File: src/rtl/mbcfg_defines.vh
`ifndef MBCFG_DEFINES_VH
`define MBCFG_DEFINES_VH
// Clock rate and baud rates (bits per second, with clk at 25 MHz).
`define MBCFG_CLK_HZ        25000000
`define MBCFG_BAUD_2400     2400
`define MBCFG_BAUD_4800     4800
`define MBCFG_BAUD_9600     9600
`define MBCFG_BAUD_19200    19200
`define MBCFG_BAUD_38400    38400
// Configuration codes and defaults.
`define MBCFG_BAUD_DEF      3'h3
`define MBCFG_BAUD_MAX      3'h4
`define MBCFG_PAR_EVEN      2'h0
`define MBCFG_PAR_ODD       2'h1
`define MBCFG_PAR_NONE2     2'h2
`define MBCFG_PAR_NONE1     2'h3
`define MBCFG_PAR_DEF       2'h2
`define MBCFG_MODE_LATCH    1'h0
`define MBCFG_MODE_SELFRST  1'h1
`define MBCFG_ADDR_DEF      8'h01
`define MBCFG_ADDR_MIN      8'h01
`define MBCFG_ADDR_MAX      8'hf7
`define MBCFG_CNT_MAX       15'h7fff
// Character and gap timing: 11 bit times per character, gap of 3.5 chars.
`define MBCFG_BITS_CHAR     6'h0b
`define MBCFG_GAP_HALFCHARS 4'h7
`define MBCFG_CRC_INIT      16'hffff
`define MBCFG_CRC_POLY      16'ha001
`define MBCFG_CRC_GOOD      16'h0000
`define MBCFG_FRAME_MIN     9'h004
`define MBCFG_FIFO_W        8
`define MBCFG_FIFO_D        16
`define MBCFG_FIFO_AW       4
`endif

File: src/rtl/mbcfg_fifo.v
`timescale 1ns/1ps
`default_nettype none
module mbcfg_fifo #(
  parameter W  = 8,
  parameter D  = 16,
  parameter AW = 4
) (
  // Clock, enable, reset
  input  wire          clk,
  input  wire          ce,
  input  wire          reset,
  // Fill side
  input  wire          in_valid,
  output wire          in_ready,
  input  wire [W-1:0]  in_data,
  // Drain side
  output wire          out_valid,
  input  wire          out_ready,
  output wire [W-1:0]  out_data
);
  reg [W-1:0]  mem [0:D-1];
  reg [AW-1:0] wr_ff;
  reg [AW-1:0] rd_ff;
  reg [AW:0]   cnt_ff;
  wire         push;
  wire         pop;

  assign in_ready  = (cnt_ff != D[AW:0]);
  assign out_valid = (cnt_ff != {(AW+1){1'b0}});
  assign out_data  = mem[rd_ff];
  assign push      = in_valid & in_ready;
  assign pop       = out_valid & out_ready;

  always @(posedge clk) begin
    if (reset) begin
      wr_ff  <= {AW{1'b0}};
      rd_ff  <= {AW{1'b0}};
      cnt_ff <= {(AW+1){1'b0}};
    end else if (ce) begin
      if (push) begin
        mem[wr_ff] <= in_data;
        wr_ff      <= wr_ff + 1'b1;
      end
      if (pop) begin
        rd_ff <= rd_ff + 1'b1;
      end
      if (push && !pop) begin
        cnt_ff <= cnt_ff + 1'b1;
      end else if (pop && !push) begin
        cnt_ff <= cnt_ff - 1'b1;
      end
    end
  end
endmodule // mbcfg_fifo
`default_nettype wire

File: src/rtl/mbcfg_top.v
// Notes on behaviour
// - Baud codes 0..4 give 2400..38400 baud; code 3, 19200, is default.
// - Parity codes: 0 even, 1 odd, 2 none two stops, 3 none one stop.
// - Stop bits follow parity code: two for code 2, one for codes 0, 1 and 3.
// - Station address 1..247, default 1; only own-address frames are accepted.
// - RTU only; mode setting picks watchdog handling, default code 0.
// - Mode 0: watchdog expiry latches an error until power cycles.
// - Mode 1: watchdog expiry triggers an internal self-reset.
// - Written settings take effect only at the next power-up.
// - After the drive link comes up, settings are sent to the drive.
// - Module type field read-only; undefined until drive link is up.
// - Good-frame counter increments per valid frame, wraps 32767 to 0.
// - Bad-frame counter increments per communication error, wraps 32767 to 0.
// - Good count is forwarded to the drive only with new bad counts.
`timescale 1ns/1ps
`default_nettype none
`include "mbcfg_defines.vh"
module mbcfg_top #(
  parameter [15:0] MODULE_ID = 16'h5a01,  // Arbitrary identity value.
  parameter [23:0] WDG_CYCLES = 24'h2625a0
) (
  // Clock, enable, reset
  input  wire        clk,
  input  wire        ce,
  input  wire        reset,
  // Serial line
  input  wire        rx,
  // Stored settings presented at power-up
  input  wire [2:0]  cfg_baud,
  input  wire [1:0]  cfg_parity,
  input  wire [7:0]  cfg_addr,
  input  wire        cfg_mode,
  input  wire        cfg_channel,
  // Drive link
  input  wire        link_up,
  input  wire        wdg_kick,
  output reg         link_valid,
  input  wire        link_ready,
  output reg  [2:0]  link_sel,
  output reg  [15:0] link_data,
  // Accepted frame bytes
  output wire        frm_valid,
  input  wire        frm_ready,
  output wire [7:0]  frm_data,
  // Status
  output reg         wdg_error,
  output reg  [15:0] module_type,
  output reg         module_type_valid,
  output reg  [14:0] good_count,
  output reg  [14:0] bad_count,
  output reg  [2:0]  act_baud,
  output reg  [1:0]  act_parity,
  output reg  [7:0]  act_addr,
  output reg         watchdog_selfreset_mode,
  output reg         optical_channel_select
);
  localparam [1:0] RX_IDLE = 2'h0;
  localparam [1:0] RX_BITS = 2'h1;
  localparam [1:0] RX_STOP = 2'h2;

  function [15:0] half_bit;  // Cycles per half bit for a baud code.
    input [2:0]  code;
    reg   [31:0] q;
    begin
      case (code)
        3'h0:    q = (`MBCFG_CLK_HZ / `MBCFG_BAUD_2400) / 2;
        3'h1:    q = (`MBCFG_CLK_HZ / `MBCFG_BAUD_4800) / 2;
        3'h2:    q = (`MBCFG_CLK_HZ / `MBCFG_BAUD_9600) / 2;
        3'h4:    q = (`MBCFG_CLK_HZ / `MBCFG_BAUD_38400) / 2;
        default: q = (`MBCFG_CLK_HZ / `MBCFG_BAUD_19200) / 2;
      endcase
      half_bit = q[15:0];
    end
  endfunction

  function [15:0] crc_byte;
    input [15:0] c;
    input [7:0]  d;
    integer i;
    reg [15:0] t;
    begin
      t = c ^ {8'h00, d};
      for (i = 0; i < 8; i = i + 1) begin
        t = t[0] ? ((t >> 1) ^ `MBCFG_CRC_POLY) : (t >> 1);
      end
      crc_byte = t;
    end
  endfunction

  // Settings are captured once after power-on reset and never again.
  reg        loaded_ff;
  reg        soft_rst_ff;
  wire       rst_all = reset | soft_rst_ff;
  reg  [1:0] rx_st_ff;
  reg [15:0] tick_ff;
  reg  [3:0] bit_ff;
  reg  [9:0] shift_ff;
  reg        stop2_ff;
  reg  [7:0] byte_cnt_ff;
  reg [15:0] crc_ff;
  reg  [3:0] gap_ff;
  reg [15:0] gap_tick_ff;
  reg        in_frame_ff;
  reg        frame_err_ff;
  reg        own_ff;
  reg [23:0] wdg_ff;
  reg        link_seen_ff;
  reg        pend_bad_ff;
  reg  [2:0] sent_ff;
  wire [15:0] hb = half_bit(act_baud);
  wire        has_par = (act_parity == `MBCFG_PAR_EVEN) || (act_parity == `MBCFG_PAR_ODD);
  wire [3:0]  nbits = has_par ? 4'h9 : 4'h8;
  // Bits enter at the top, so the data byte sits one place lower when a parity bit follows.
  wire [7:0]  rx_byte = has_par ? shift_ff[8:1] : shift_ff[9:2];
  wire        fifo_rdy;
  reg         byte_stb;
  reg  [7:0]  byte_val;

  mbcfg_fifo #(.W(`MBCFG_FIFO_W), .D(`MBCFG_FIFO_D), .AW(`MBCFG_FIFO_AW)) u_fifo (
    .clk       (clk),
    .ce        (ce),
    .reset     (rst_all),
    .in_valid  (byte_stb & own_ff),
    .in_ready  (fifo_rdy),
    .in_data   (byte_val),
    .out_valid (frm_valid),
    .out_ready (frm_ready),
    .out_data  (frm_data)
  );

  always @(posedge clk) begin
    if (reset) begin
      loaded_ff               <= 1'b0;
      act_baud                <= `MBCFG_BAUD_DEF;
      act_parity              <= `MBCFG_PAR_DEF;
      act_addr                <= `MBCFG_ADDR_DEF;
      watchdog_selfreset_mode <= `MBCFG_MODE_LATCH;
      optical_channel_select  <= 1'b0;
      wdg_error               <= 1'b0;
    end else if (ce) begin
      if (!loaded_ff) begin
        loaded_ff <= 1'b1;
        act_baud  <= (cfg_baud > `MBCFG_BAUD_MAX) ? `MBCFG_BAUD_DEF : cfg_baud;
        act_parity <= cfg_parity;
        act_addr  <= (cfg_addr < `MBCFG_ADDR_MIN || cfg_addr > `MBCFG_ADDR_MAX) ?
                     `MBCFG_ADDR_DEF : cfg_addr;
        watchdog_selfreset_mode <= cfg_mode;
        optical_channel_select  <= cfg_channel;
      end
      // Only power-on reset clears the latched error; self-reset leaves it alone.
      if (wdg_ff == WDG_CYCLES && watchdog_selfreset_mode == `MBCFG_MODE_LATCH) begin
        wdg_error <= 1'b1;
      end
    end
  end

  // Self-reset pulse restarts the receiver, counters and link but not settings.
  always @(posedge clk) begin
    if (reset) begin
      soft_rst_ff <= 1'b0;
    end else if (ce) begin
      soft_rst_ff <= (wdg_ff == WDG_CYCLES) &&
                     (watchdog_selfreset_mode == `MBCFG_MODE_SELFRST);
    end
  end

  // Receiver: sample mid-bit, data LSB first, then parity and stop bits.
  always @* begin
    byte_stb = 1'b0;
    byte_val = rx_byte;
    if (rx_st_ff == RX_STOP && tick_ff == 16'h0000 && !stop2_ff && rx) begin
      byte_stb = 1'b1;
    end
  end

  always @(posedge clk) begin
    if (rst_all) begin
      rx_st_ff     <= RX_IDLE;
      tick_ff      <= 16'h0000;
      bit_ff       <= 4'h0;
      shift_ff     <= 10'h000;
      stop2_ff     <= 1'b0;
      byte_cnt_ff  <= 8'h00;
      crc_ff       <= `MBCFG_CRC_INIT;
      gap_ff       <= 4'h0;
      gap_tick_ff  <= 16'h0000;
      in_frame_ff  <= 1'b0;
      frame_err_ff <= 1'b0;
      own_ff       <= 1'b0;
      good_count   <= 15'h0000;
      bad_count    <= 15'h0000;
      pend_bad_ff  <= 1'b0;
      wdg_ff       <= 24'h000000;
    end else if (ce && loaded_ff) begin
      wdg_ff <= (wdg_kick || wdg_error || wdg_ff == WDG_CYCLES) ? 24'h000000 : wdg_ff + 1'b1;
      // Cleared ahead of the frame judgement so a bad frame ending in this cycle still wins.
      if (link_valid && link_ready && link_sel == 3'h5) begin
        pend_bad_ff <= 1'b0;
      end
      case (rx_st_ff)
        RX_IDLE: begin
          if (!rx) begin
            rx_st_ff <= RX_BITS;
            tick_ff  <= hb + hb + hb;  // Lands mid-way in data bit 0.
            bit_ff   <= 4'h0;
          end
        end
        RX_BITS: begin
          if (tick_ff != 16'h0000) begin
            tick_ff <= tick_ff - 1'b1;
          end else begin
            shift_ff <= {rx, shift_ff[9:1]};
            tick_ff  <= hb + hb - 1'b1;
            bit_ff   <= bit_ff + 1'b1;
            if (bit_ff == nbits - 1'b1) begin
              rx_st_ff <= RX_STOP;
              stop2_ff <= (act_parity == `MBCFG_PAR_NONE2);
            end
          end
        end
        RX_STOP: begin
          if (tick_ff != 16'h0000) begin
            tick_ff <= tick_ff - 1'b1;
          end else if (!rx) begin
            frame_err_ff <= 1'b1;
            rx_st_ff     <= RX_IDLE;
          end else if (stop2_ff) begin
            stop2_ff <= 1'b0;
            tick_ff  <= hb + hb - 1'b1;
          end else begin
            rx_st_ff <= RX_IDLE;
          end
        end
        default: rx_st_ff <= RX_IDLE;
      endcase
      if (byte_stb) begin
        in_frame_ff <= 1'b1;
        gap_ff      <= 4'h0;
        gap_tick_ff <= 16'h0000;
        byte_cnt_ff <= (byte_cnt_ff == 8'hff) ? byte_cnt_ff : byte_cnt_ff + 1'b1;
        crc_ff      <= crc_byte(crc_ff, rx_byte);
        if (has_par && ((^shift_ff[9:1]) != (act_parity == `MBCFG_PAR_ODD))) begin
          frame_err_ff <= 1'b1;
        end
        if (!fifo_rdy && own_ff) begin
          frame_err_ff <= 1'b1;
        end
        if (byte_cnt_ff == 8'h00) begin
          own_ff <= (rx_byte == act_addr);
        end
      end else if (in_frame_ff && rx_st_ff == RX_IDLE) begin
        // Gap is counted in half characters: 11 bits each half is 11 half-bits.
        if (gap_tick_ff == hb * `MBCFG_BITS_CHAR) begin
          gap_tick_ff <= 16'h0000;
          gap_ff      <= gap_ff + 1'b1;
        end else begin
          gap_tick_ff <= gap_tick_ff + 1'b1;
        end
        if (gap_ff == `MBCFG_GAP_HALFCHARS) begin
          in_frame_ff  <= 1'b0;
          byte_cnt_ff  <= 8'h00;
          crc_ff       <= `MBCFG_CRC_INIT;
          frame_err_ff <= 1'b0;
          own_ff       <= 1'b0;
          gap_ff       <= 4'h0;
          if (frame_err_ff || crc_ff != `MBCFG_CRC_GOOD ||
              {1'b0, byte_cnt_ff} < `MBCFG_FRAME_MIN) begin
            bad_count   <= (bad_count == `MBCFG_CNT_MAX) ? 15'h0000 : bad_count + 1'b1;
            pend_bad_ff <= 1'b1;
          end else begin
            good_count <= (good_count == `MBCFG_CNT_MAX) ? 15'h0000 : good_count + 1'b1;
          end
        end
      end
    end
  end

  // Drive link: configuration once after link comes up, then counters on errors.
  always @(posedge clk) begin
    if (rst_all) begin
      link_seen_ff      <= 1'b0;
      link_valid        <= 1'b0;
      link_sel          <= 3'h0;
      link_data         <= 16'h0000;
      sent_ff           <= 3'h0;
      module_type       <= 16'h0000;
      module_type_valid <= 1'b0;
    end else if (ce && loaded_ff) begin
      if (!link_up) begin
        module_type_valid <= 1'b0;
        link_seen_ff      <= 1'b0;
        link_valid        <= 1'b0;
        sent_ff           <= 3'h0;
      end else if (link_valid) begin
        if (link_ready) begin
          link_valid <= 1'b0;
          sent_ff    <= (sent_ff == 3'h6) ? 3'h5 : sent_ff + 1'b1;
        end
      end else if (!link_seen_ff || sent_ff != 3'h5 || pend_bad_ff) begin
        link_seen_ff      <= 1'b1;
        module_type       <= MODULE_ID;
        module_type_valid <= 1'b1;
        link_valid        <= 1'b1;
        // Step 5 carries the bad count and step 6 the good count that must follow it.
        link_sel          <= (sent_ff == 3'h6) ? 3'h7 : sent_ff;
        case (sent_ff)
          3'h0:    link_data <= {15'h0000, watchdog_selfreset_mode};
          3'h1:    link_data <= {8'h00, act_addr};
          3'h2:    link_data <= {13'h0000, act_baud};
          3'h3:    link_data <= {14'h0000, act_parity};
          3'h4:    link_data <= {15'h0000, optical_channel_select};
          3'h5:    link_data <= {1'b0, bad_count};
          default: link_data <= {1'b0, good_count};
        endcase
      end
    end
  end
endmodule // mbcfg_top
`default_nettype wire

File: config.mk
export PLATFORM = sky130hd
export DESIGN_NAME = mbcfg_top
export DESIGN_NICKNAME = d
export VERILOG_FILES = /design/src/rtl/mbcfg_fifo.v /design/src/rtl/mbcfg_top.v
export VERILOG_INCLUDE_DIRS = /design/src /design/src/rtl
export SDC_FILE = /design/constraint.sdc
export NUM_CORES = 1
export LEC_CHECK = 0
export BUFFER_PORTS_ARGS = -buffer_cell sky130_fd_sc_hd__buf_4
export CAP_MARGIN = 5
export CORE_ASPECT_RATIO = 1.2
export CORE_UTILIZATION = 55
export DETAILED_ROUTE_END_ITERATION = 8
export PLACE_DENSITY = 0.82
export SYNTH_ARGS = -nofsm -noshare
export SYNTH_HDL_FRONTEND = slang
export SYNTH_HIERARCHICAL = 1
export SYNTH_SLANG_ARGS = --single-unit
File: constraint.sdc
create_clock -name clk -period 4.6 [get_ports clk]
set_clock_uncertainty 0.15 [all_clocks]
set_input_delay 0.23 -clock clk [delete_from_list [all_inputs] [get_ports clk]]
set_output_delay 0.23 -clock clk [all_outputs]
set_load 0.05 [all_outputs]
## Word-level counts from Yosys, hierarchy flattened

Memory sizes are Yosys's and may differ from the RTL's. A register that Yosys moved wholly into a read port is not among the register bits.
Cells that the tools add are included.

| word-level totals | value |
|---|---|
| register bits | 191 |
| latch bits | 0 |
| RAM bits | 128 |
| ROM bits | 0 |
| bits of input ports | 23 |
| logic and storage cells | 268 |
| memories kept | 1 |

| cells by class | value |
|---|---|
| add/subtract/negate cells | 17 |
| multipliers | 1 |
| divide/modulo/power cells | 0 |
| magnitude comparators | 4 |
| equal/unequal tests | 39 |
| shifts and indexed selects | 0 |
| muxes and demuxes | 91 |
| bitwise operators | 19 |
| reduce and logical (&&, ||, !) cells | 63 |

Memories:

| memory | words | width | rd ports | clocked after memory_dff | wr ports | RTL line | text |
|---|---|---|---|---|---|---|---|
| u_fifo.mem | 16 | 8 | 1 | 1 | 1 | mbcfg_fifo.v:21 | `reg [W-1:0] mem [0:D-1];` |

Operator list:

| operator | count |
|---|---|
| 16-bit 2-to-1 mux | 19 |
| 15-bit case mux with 6 select lines | 1 |
| 13-bit case mux with 4 select lines | 1 |
| 8-bit 2-to-1 mux | 6 |
| 16-bit case mux with 3 select lines | 1 |
| 1-bit 2-to-1 mux | 35 |
| 16-bit adder | 2 |
| 4-bit 2-to-1 mux | 8 |
| 16-bit nonzero test | 2 |
| 16-bit by 1-bit subtractor with 16-bit output (second input constant) | 2 |
| 15-bit by 1-bit adder with 15-bit output (second input constant) | 2 |
| 15-bit == test (second input constant) | 2 |
| 15-bit 2-to-1 mux | 2 |
| 24-bit by 1-bit adder with 24-bit output (second input constant) | 1 |
| 24-bit by 22-bit == test with 1-bit output (second input constant) | 1 |
| 24-bit 2-to-1 mux | 1 |
| 2-bit NOT with 3-bit output | 8 |
| 3-bit 2-to-1 mux | 6 |
| 16-bit by 1-bit adder with 16-bit output (second input constant) | 1 |
| 4-bit by 1-bit adder with 4-bit output (second input constant) | 4 |
| 16-bit == test | 1 |
| 16-bit zero test | 1 |
| 13-bit by 4-bit multiplier with 16-bit output (second input constant) | 1 |
| 4-bit AND reduction | 4 |
| other kinds (47) | 122 |

## Logic depth before layout (Yosys ltp)

| depth | value |
|---|---|
| depth after elaboration | 21 |
| gate-level depth with buffers | 19 |
| mapped depth without buffers | 16 |

## Modules after synthesis

Netlist, hierarchy kept.

By module, submodules not included:

| module | times used | cells an instance | area an instance (µm²) | seq. area each (µm²) |
|---|---|---|---|---|
| mbcfg_top | 1 | 1298 | 10408.7 | 3523.4 |
| mbcfg_fifo | 1 | 317 | 5803.1 | 4184.0 |

## Worst setup path before layout

OpenSTA, ideal clock, no wires.

| timing | value |
|---|---|
| path type | register -> register |
| start point | reg act_baud[0] |
| end point | reg gap_tick_ff[13] |
| library setup time | 0.122 ns |
| arrival | 4.531 ns |
| required time | 4.328 ns |
| setup slack | -0.203 ns |
| stages on the path, launching flop included | 19 |
| path buffers | 4 |
| clock period less this slack | 4.803 ns |
| cells stage by stage | dfxtp_1 -> clkbuf_1 -> clkbuf_1 -> and2_1 -> inv_1 -> nand2_1 -> ha_1 -> ha_1 -> fa_1 -> xor2_1 -> a211o_1 -> a2111oi_0 -> and4_1 -> o311a_1 -> and4b_1 -> buf_2 -> buf_2 -> nor3_1 -> a221o_1 |

| between the ends | value |
|---|---|
| cells in the longest elaborated chain, start to end | 7 |
| elaborated cells on any way between the ends | 10 |
| classes of those cells | 1 x mul; 4 x eq/ne; 4 x mux; 1 x reduce/logical |

RTL lines:

| element | RTL line | text |
|---|---|---|
| from (decl) | mbcfg_top.v:51 | `output reg [2:0] act_baud,` |
| from (signal assigned) | mbcfg_top.v:134 | `` act_baud <= `MBCFG_BAUD_DEF; `` |
| from (signal assigned) | mbcfg_top.v:143 | `` act_baud <= (cfg_baud > `MBCFG_BAUD_MAX) ? `MBCFG_BAUD_DEF : cfg_baud; `` |
| 3-bit == test, or another cell as far along | mbcfg_top.v:65 | `case (code)` |
| 13-bit case mux with 4 select lines * | mbcfg_top.v:65 |  |
| 13-bit by 4-bit multiplier with 16-bit output (no line) * | -- |  |
| 16-bit == test (no line) * | -- |  |
| 16-bit 2-to-1 mux * | mbcfg_top.v:253 | `` if (gap_tick_ff == hb * `MBCFG_BITS_CHAR) begin `` |
| 16-bit 2-to-1 mux * | mbcfg_top.v:251 | `end else if (in_frame_ff && rx_st_ff == RX_IDLE) begin` |
| 16-bit 2-to-1 mux * | mbcfg_top.v:236 | `if (byte_stb) begin` |
| to (signal assigned) | mbcfg_top.v:257 | `gap_tick_ff <= gap_tick_ff + 1'b1;` |
| to (decl) | mbcfg_top.v:102 | `reg [15:0] gap_tick_ff;` |

Mark *: on every way between the ends. The rest lies on a longest branch, timed or not. The select of a mux whose other input is x is not followed.
A chain may end at the register's enable or synchronous reset.

## Worst setup path in the final report

| timing | value |
|---|---|
| start point | reg act_baud[1] |
| end point | reg gap_tick_ff[7] |

The elaborated chain is that of the path after synthesis.

==> metrics.yaml <==
grt:
  grt_max_degree: 50
  track_usage: 0.273
  grt_pass1_wl_um: 66700
  grt_remaining_overflow: 0
  grt_pass1_vias: 12768
  grt_antenna_before_repair: 0
synth:
  syn_area_um2: 16200
  syn_inst: 1615
  ys_top_cells_by_area: "dfxtp_1 (24%), edfxtp_1 (24%), nor2_1 (4.6%), mux4_2 (4.4%), xnor2_1 (3.8%)"
  ys_seq_area_frac: 0.475
  yosysMostFrequentCell: "nor2_1"
  yosysWarningCount: 6
  synth.distinct_cells: 86
  ys_dominant_reg_cell: "dfxtp_1"
  synthTopCellsByCount: "nor2_1 (200), dfxtp_1 (193), nand2_1 (132)"
  synth_top_area_share: 0.238
  synth_area_leader_cell: "dfxtp_1"
  syn_area_per_cell_um2: 10.0
  ys_async_sr_fraction: 0
  ys_ff_latch: 321
  synth-edff-count: 128
cts:
  tritoncts: "built"
  h-tree-depth: 1
  cts_buffers: 31
  clock-sinks: 321
  clock_latency_ns: 0.58
  cts_root_buffer: "clkbuf_16"
  clkTransAtPathRegs_ns: 0.07
  clockBufferDepth: 3
setup_path:
  cp-start-kind: "register"
  critPathKind: "register to register"
  endpoint_kind: "register"
  arrival_ns: 4.65
  required_ns: 4.91
  r2r-start: "act_baud[1]"
  worstPathMaxFanout: 15
  startpoint: "act_baud[1]"
floorplan:
  core_um2: 28800
  pin_count: 115
  die_h_um: 190
  die_area_um2: 30200
  dieWidth_um: 159
  rows: 68
  start_util: 0.562
run:
  max_cap_violations: 0
routing:
  drt-total-wl_um: 41900
  routedWlPerCell_um: 19.5
  remaining_drc_errors: 0
  ant_nets: 0
  via_per_inst: 6.06
  vias: 13003
  drtPass1Iterations: 6
  first_iter_violations: 978
timing:
  hold_viol: 0
  setup_viol: 0
  max-slew-margin-rel: 0.321
  tns_ns: 0
  worst_pin_slew_ns: 1.01
  rsz0062_at_grt: "no"
  slew_viol_final: 0
  fin_crit_sh: 0.943
  period_minus_slack_ns: 4.34
  clock.fmax_mhz: 231
status:
  run_status: "completed"
pwr:
  p_leak_nw: 7.16
  cellPowerDensity_nw_per_um2: 380
  peakVddDrop_mv: 0.320
layout:
  area.growth.synth_to_final_pct: 15.4
  stdcell_count: 2147
  n_antenna_cell: 0
  drive_gt1_frac: 0.151
  nNetsFinal: 1815
worst_hold_path:
  holdCritPathClass: "input pin to register"
  hold_start: "wdg_kick"
placed_design:
  portBuffers: 102
  post-place-cells: 2052
  place.gp.congestion: 0.932
  dp_hpwl_um: 29200
## layout make-up
type	instances	area, µm²
Fill cell	2122	10100
Timing Repair Buffer	179	1440
Tap cell	385	482
Clock inverter	18	164
Multi-Input combinational cell	1143	7860
Sequential cell	321	7720
Clock buffer	40	830
Inverter	61	229
## worst max-delay path, cell delays in order, from the launching register on
cell	delay, ns
dfxtp_2	0.46
nor2_4	0.12
and2_1	0.19
inv_2	0.13
nand2_1	0.09
ha_1	0.32
ha_1	0.24
fa_1	0.50
xor2_1	0.16
a211o_1	0.27
a2111oi_1	0.30
and4_1	0.28
o311a_1	0.18
and4b_1	0.25
buf_4	0.23
nor3_1	0.08
a221o_1	0.27
## sequential cells by signal, summed over array words and instances, names as in the netlist, 2 cells and up, named ones only
signal,flops
bit_ff,4
byte_cnt_ff,8
u_fifo/mem,128
link_data,15
act_baud,3
u_fifo/rd_ff,4
act_addr,8
bad_count,15
shift_ff,9
act_parity,2
sent_ff,3
link_sel,3
gap_tick_ff,16
rx_st_ff,2
gap_ff,4
wdg_ff,24
u_fifo/wr_ff,4
crc_ff,16
u_fifo/cnt_ff,5
tick_ff,16
good_count,15
## through the flow
step	total power [mW]	setup slack, ns	instance area, µm²	hold WS, ns	utilization
6_report	7.11	0.264	18700	0.164	0.649
5_1_grt	7.35	0.00249	18700	0.182	0.649
3_5_place_dp	4.60	0.0624	17300	0.291	0.601
4_1_cts	7.09	0.0352	18700	0.139	0.648
3_3_place_gp	4.57	0.200	17300	0.283	0.601
2_1_floorplan	4.28	0.0283	16300	0.201	-
## metal layers
layer  global-route usage  vias to the layer above  share of wire  wire length (µm)
met1                0.328                     6245           0.39             16200
met2                0.485                      585           0.50             21200
met5                    0                        -              0                 0
met3               0.0384                      137          0.069              2880
li1                     -                     6036              -                 -
met4                0.124                        0          0.041              1720
## power breakdown
group          internal [mW]  switching, mW  total, mW  leakage [nW]
Combinational          0.575          0.906       1.48          3.81
Sequential              2.99          0.129       3.12          2.88
Clock                   1.39           1.11       2.50         0.469
Total                   4.96           2.15       7.11          7.16
## worst paths after layout
check	to	slack [ns]	cells after the start
max	gap_tick_ff[7]	0.26	16
min	wdg_ff[1]	0.16	5
max reg2reg	gap_tick_ff[7]	0.26	16
min reg2reg	tick_ff[15]	0.30	2
## logic make-up (layout without fill, tap and decap cells)
family                     count (synthesis)  after routing  synth area share
DFF                                      321            321             0.475
AOI/OAI and AO/OA                        306            306             0.127
buffers and inverters                    162            298            0.0448
xor gates and xnor gates                 121            121            0.0662
adders and majority gates                 55             55            0.0475
muxes                                     68             68            0.0668
other                                      2             13          0.000463
and+or+nand+nor                          580            580             0.172
## placed cells by master (no fill, tap or decap), drive strengths merged, types with 32 or more instances in the layout
cell type,count
mux2i,34
clkbuf,40
a21oi,87
xnor2,70
nand2,134
xor2,50
buf,142
a22oi,32
dlygate4sd3,37
o21ai,48
mux4,32
nand3,47
dfxtp,193
inv,62
nor2,201
nor3,48
ha,44
edfxtp,128
## repair_timing
action | CTS | global route
hold buffers | 37 | 0
setup endpoints to repair | 0 | 20
gates resized for setup | 0 | 9
endpoints found under the hold margin | 37 | 0
setup buffers | 0 | 0
Note: power is estimated with default switching activity, not from simulation.
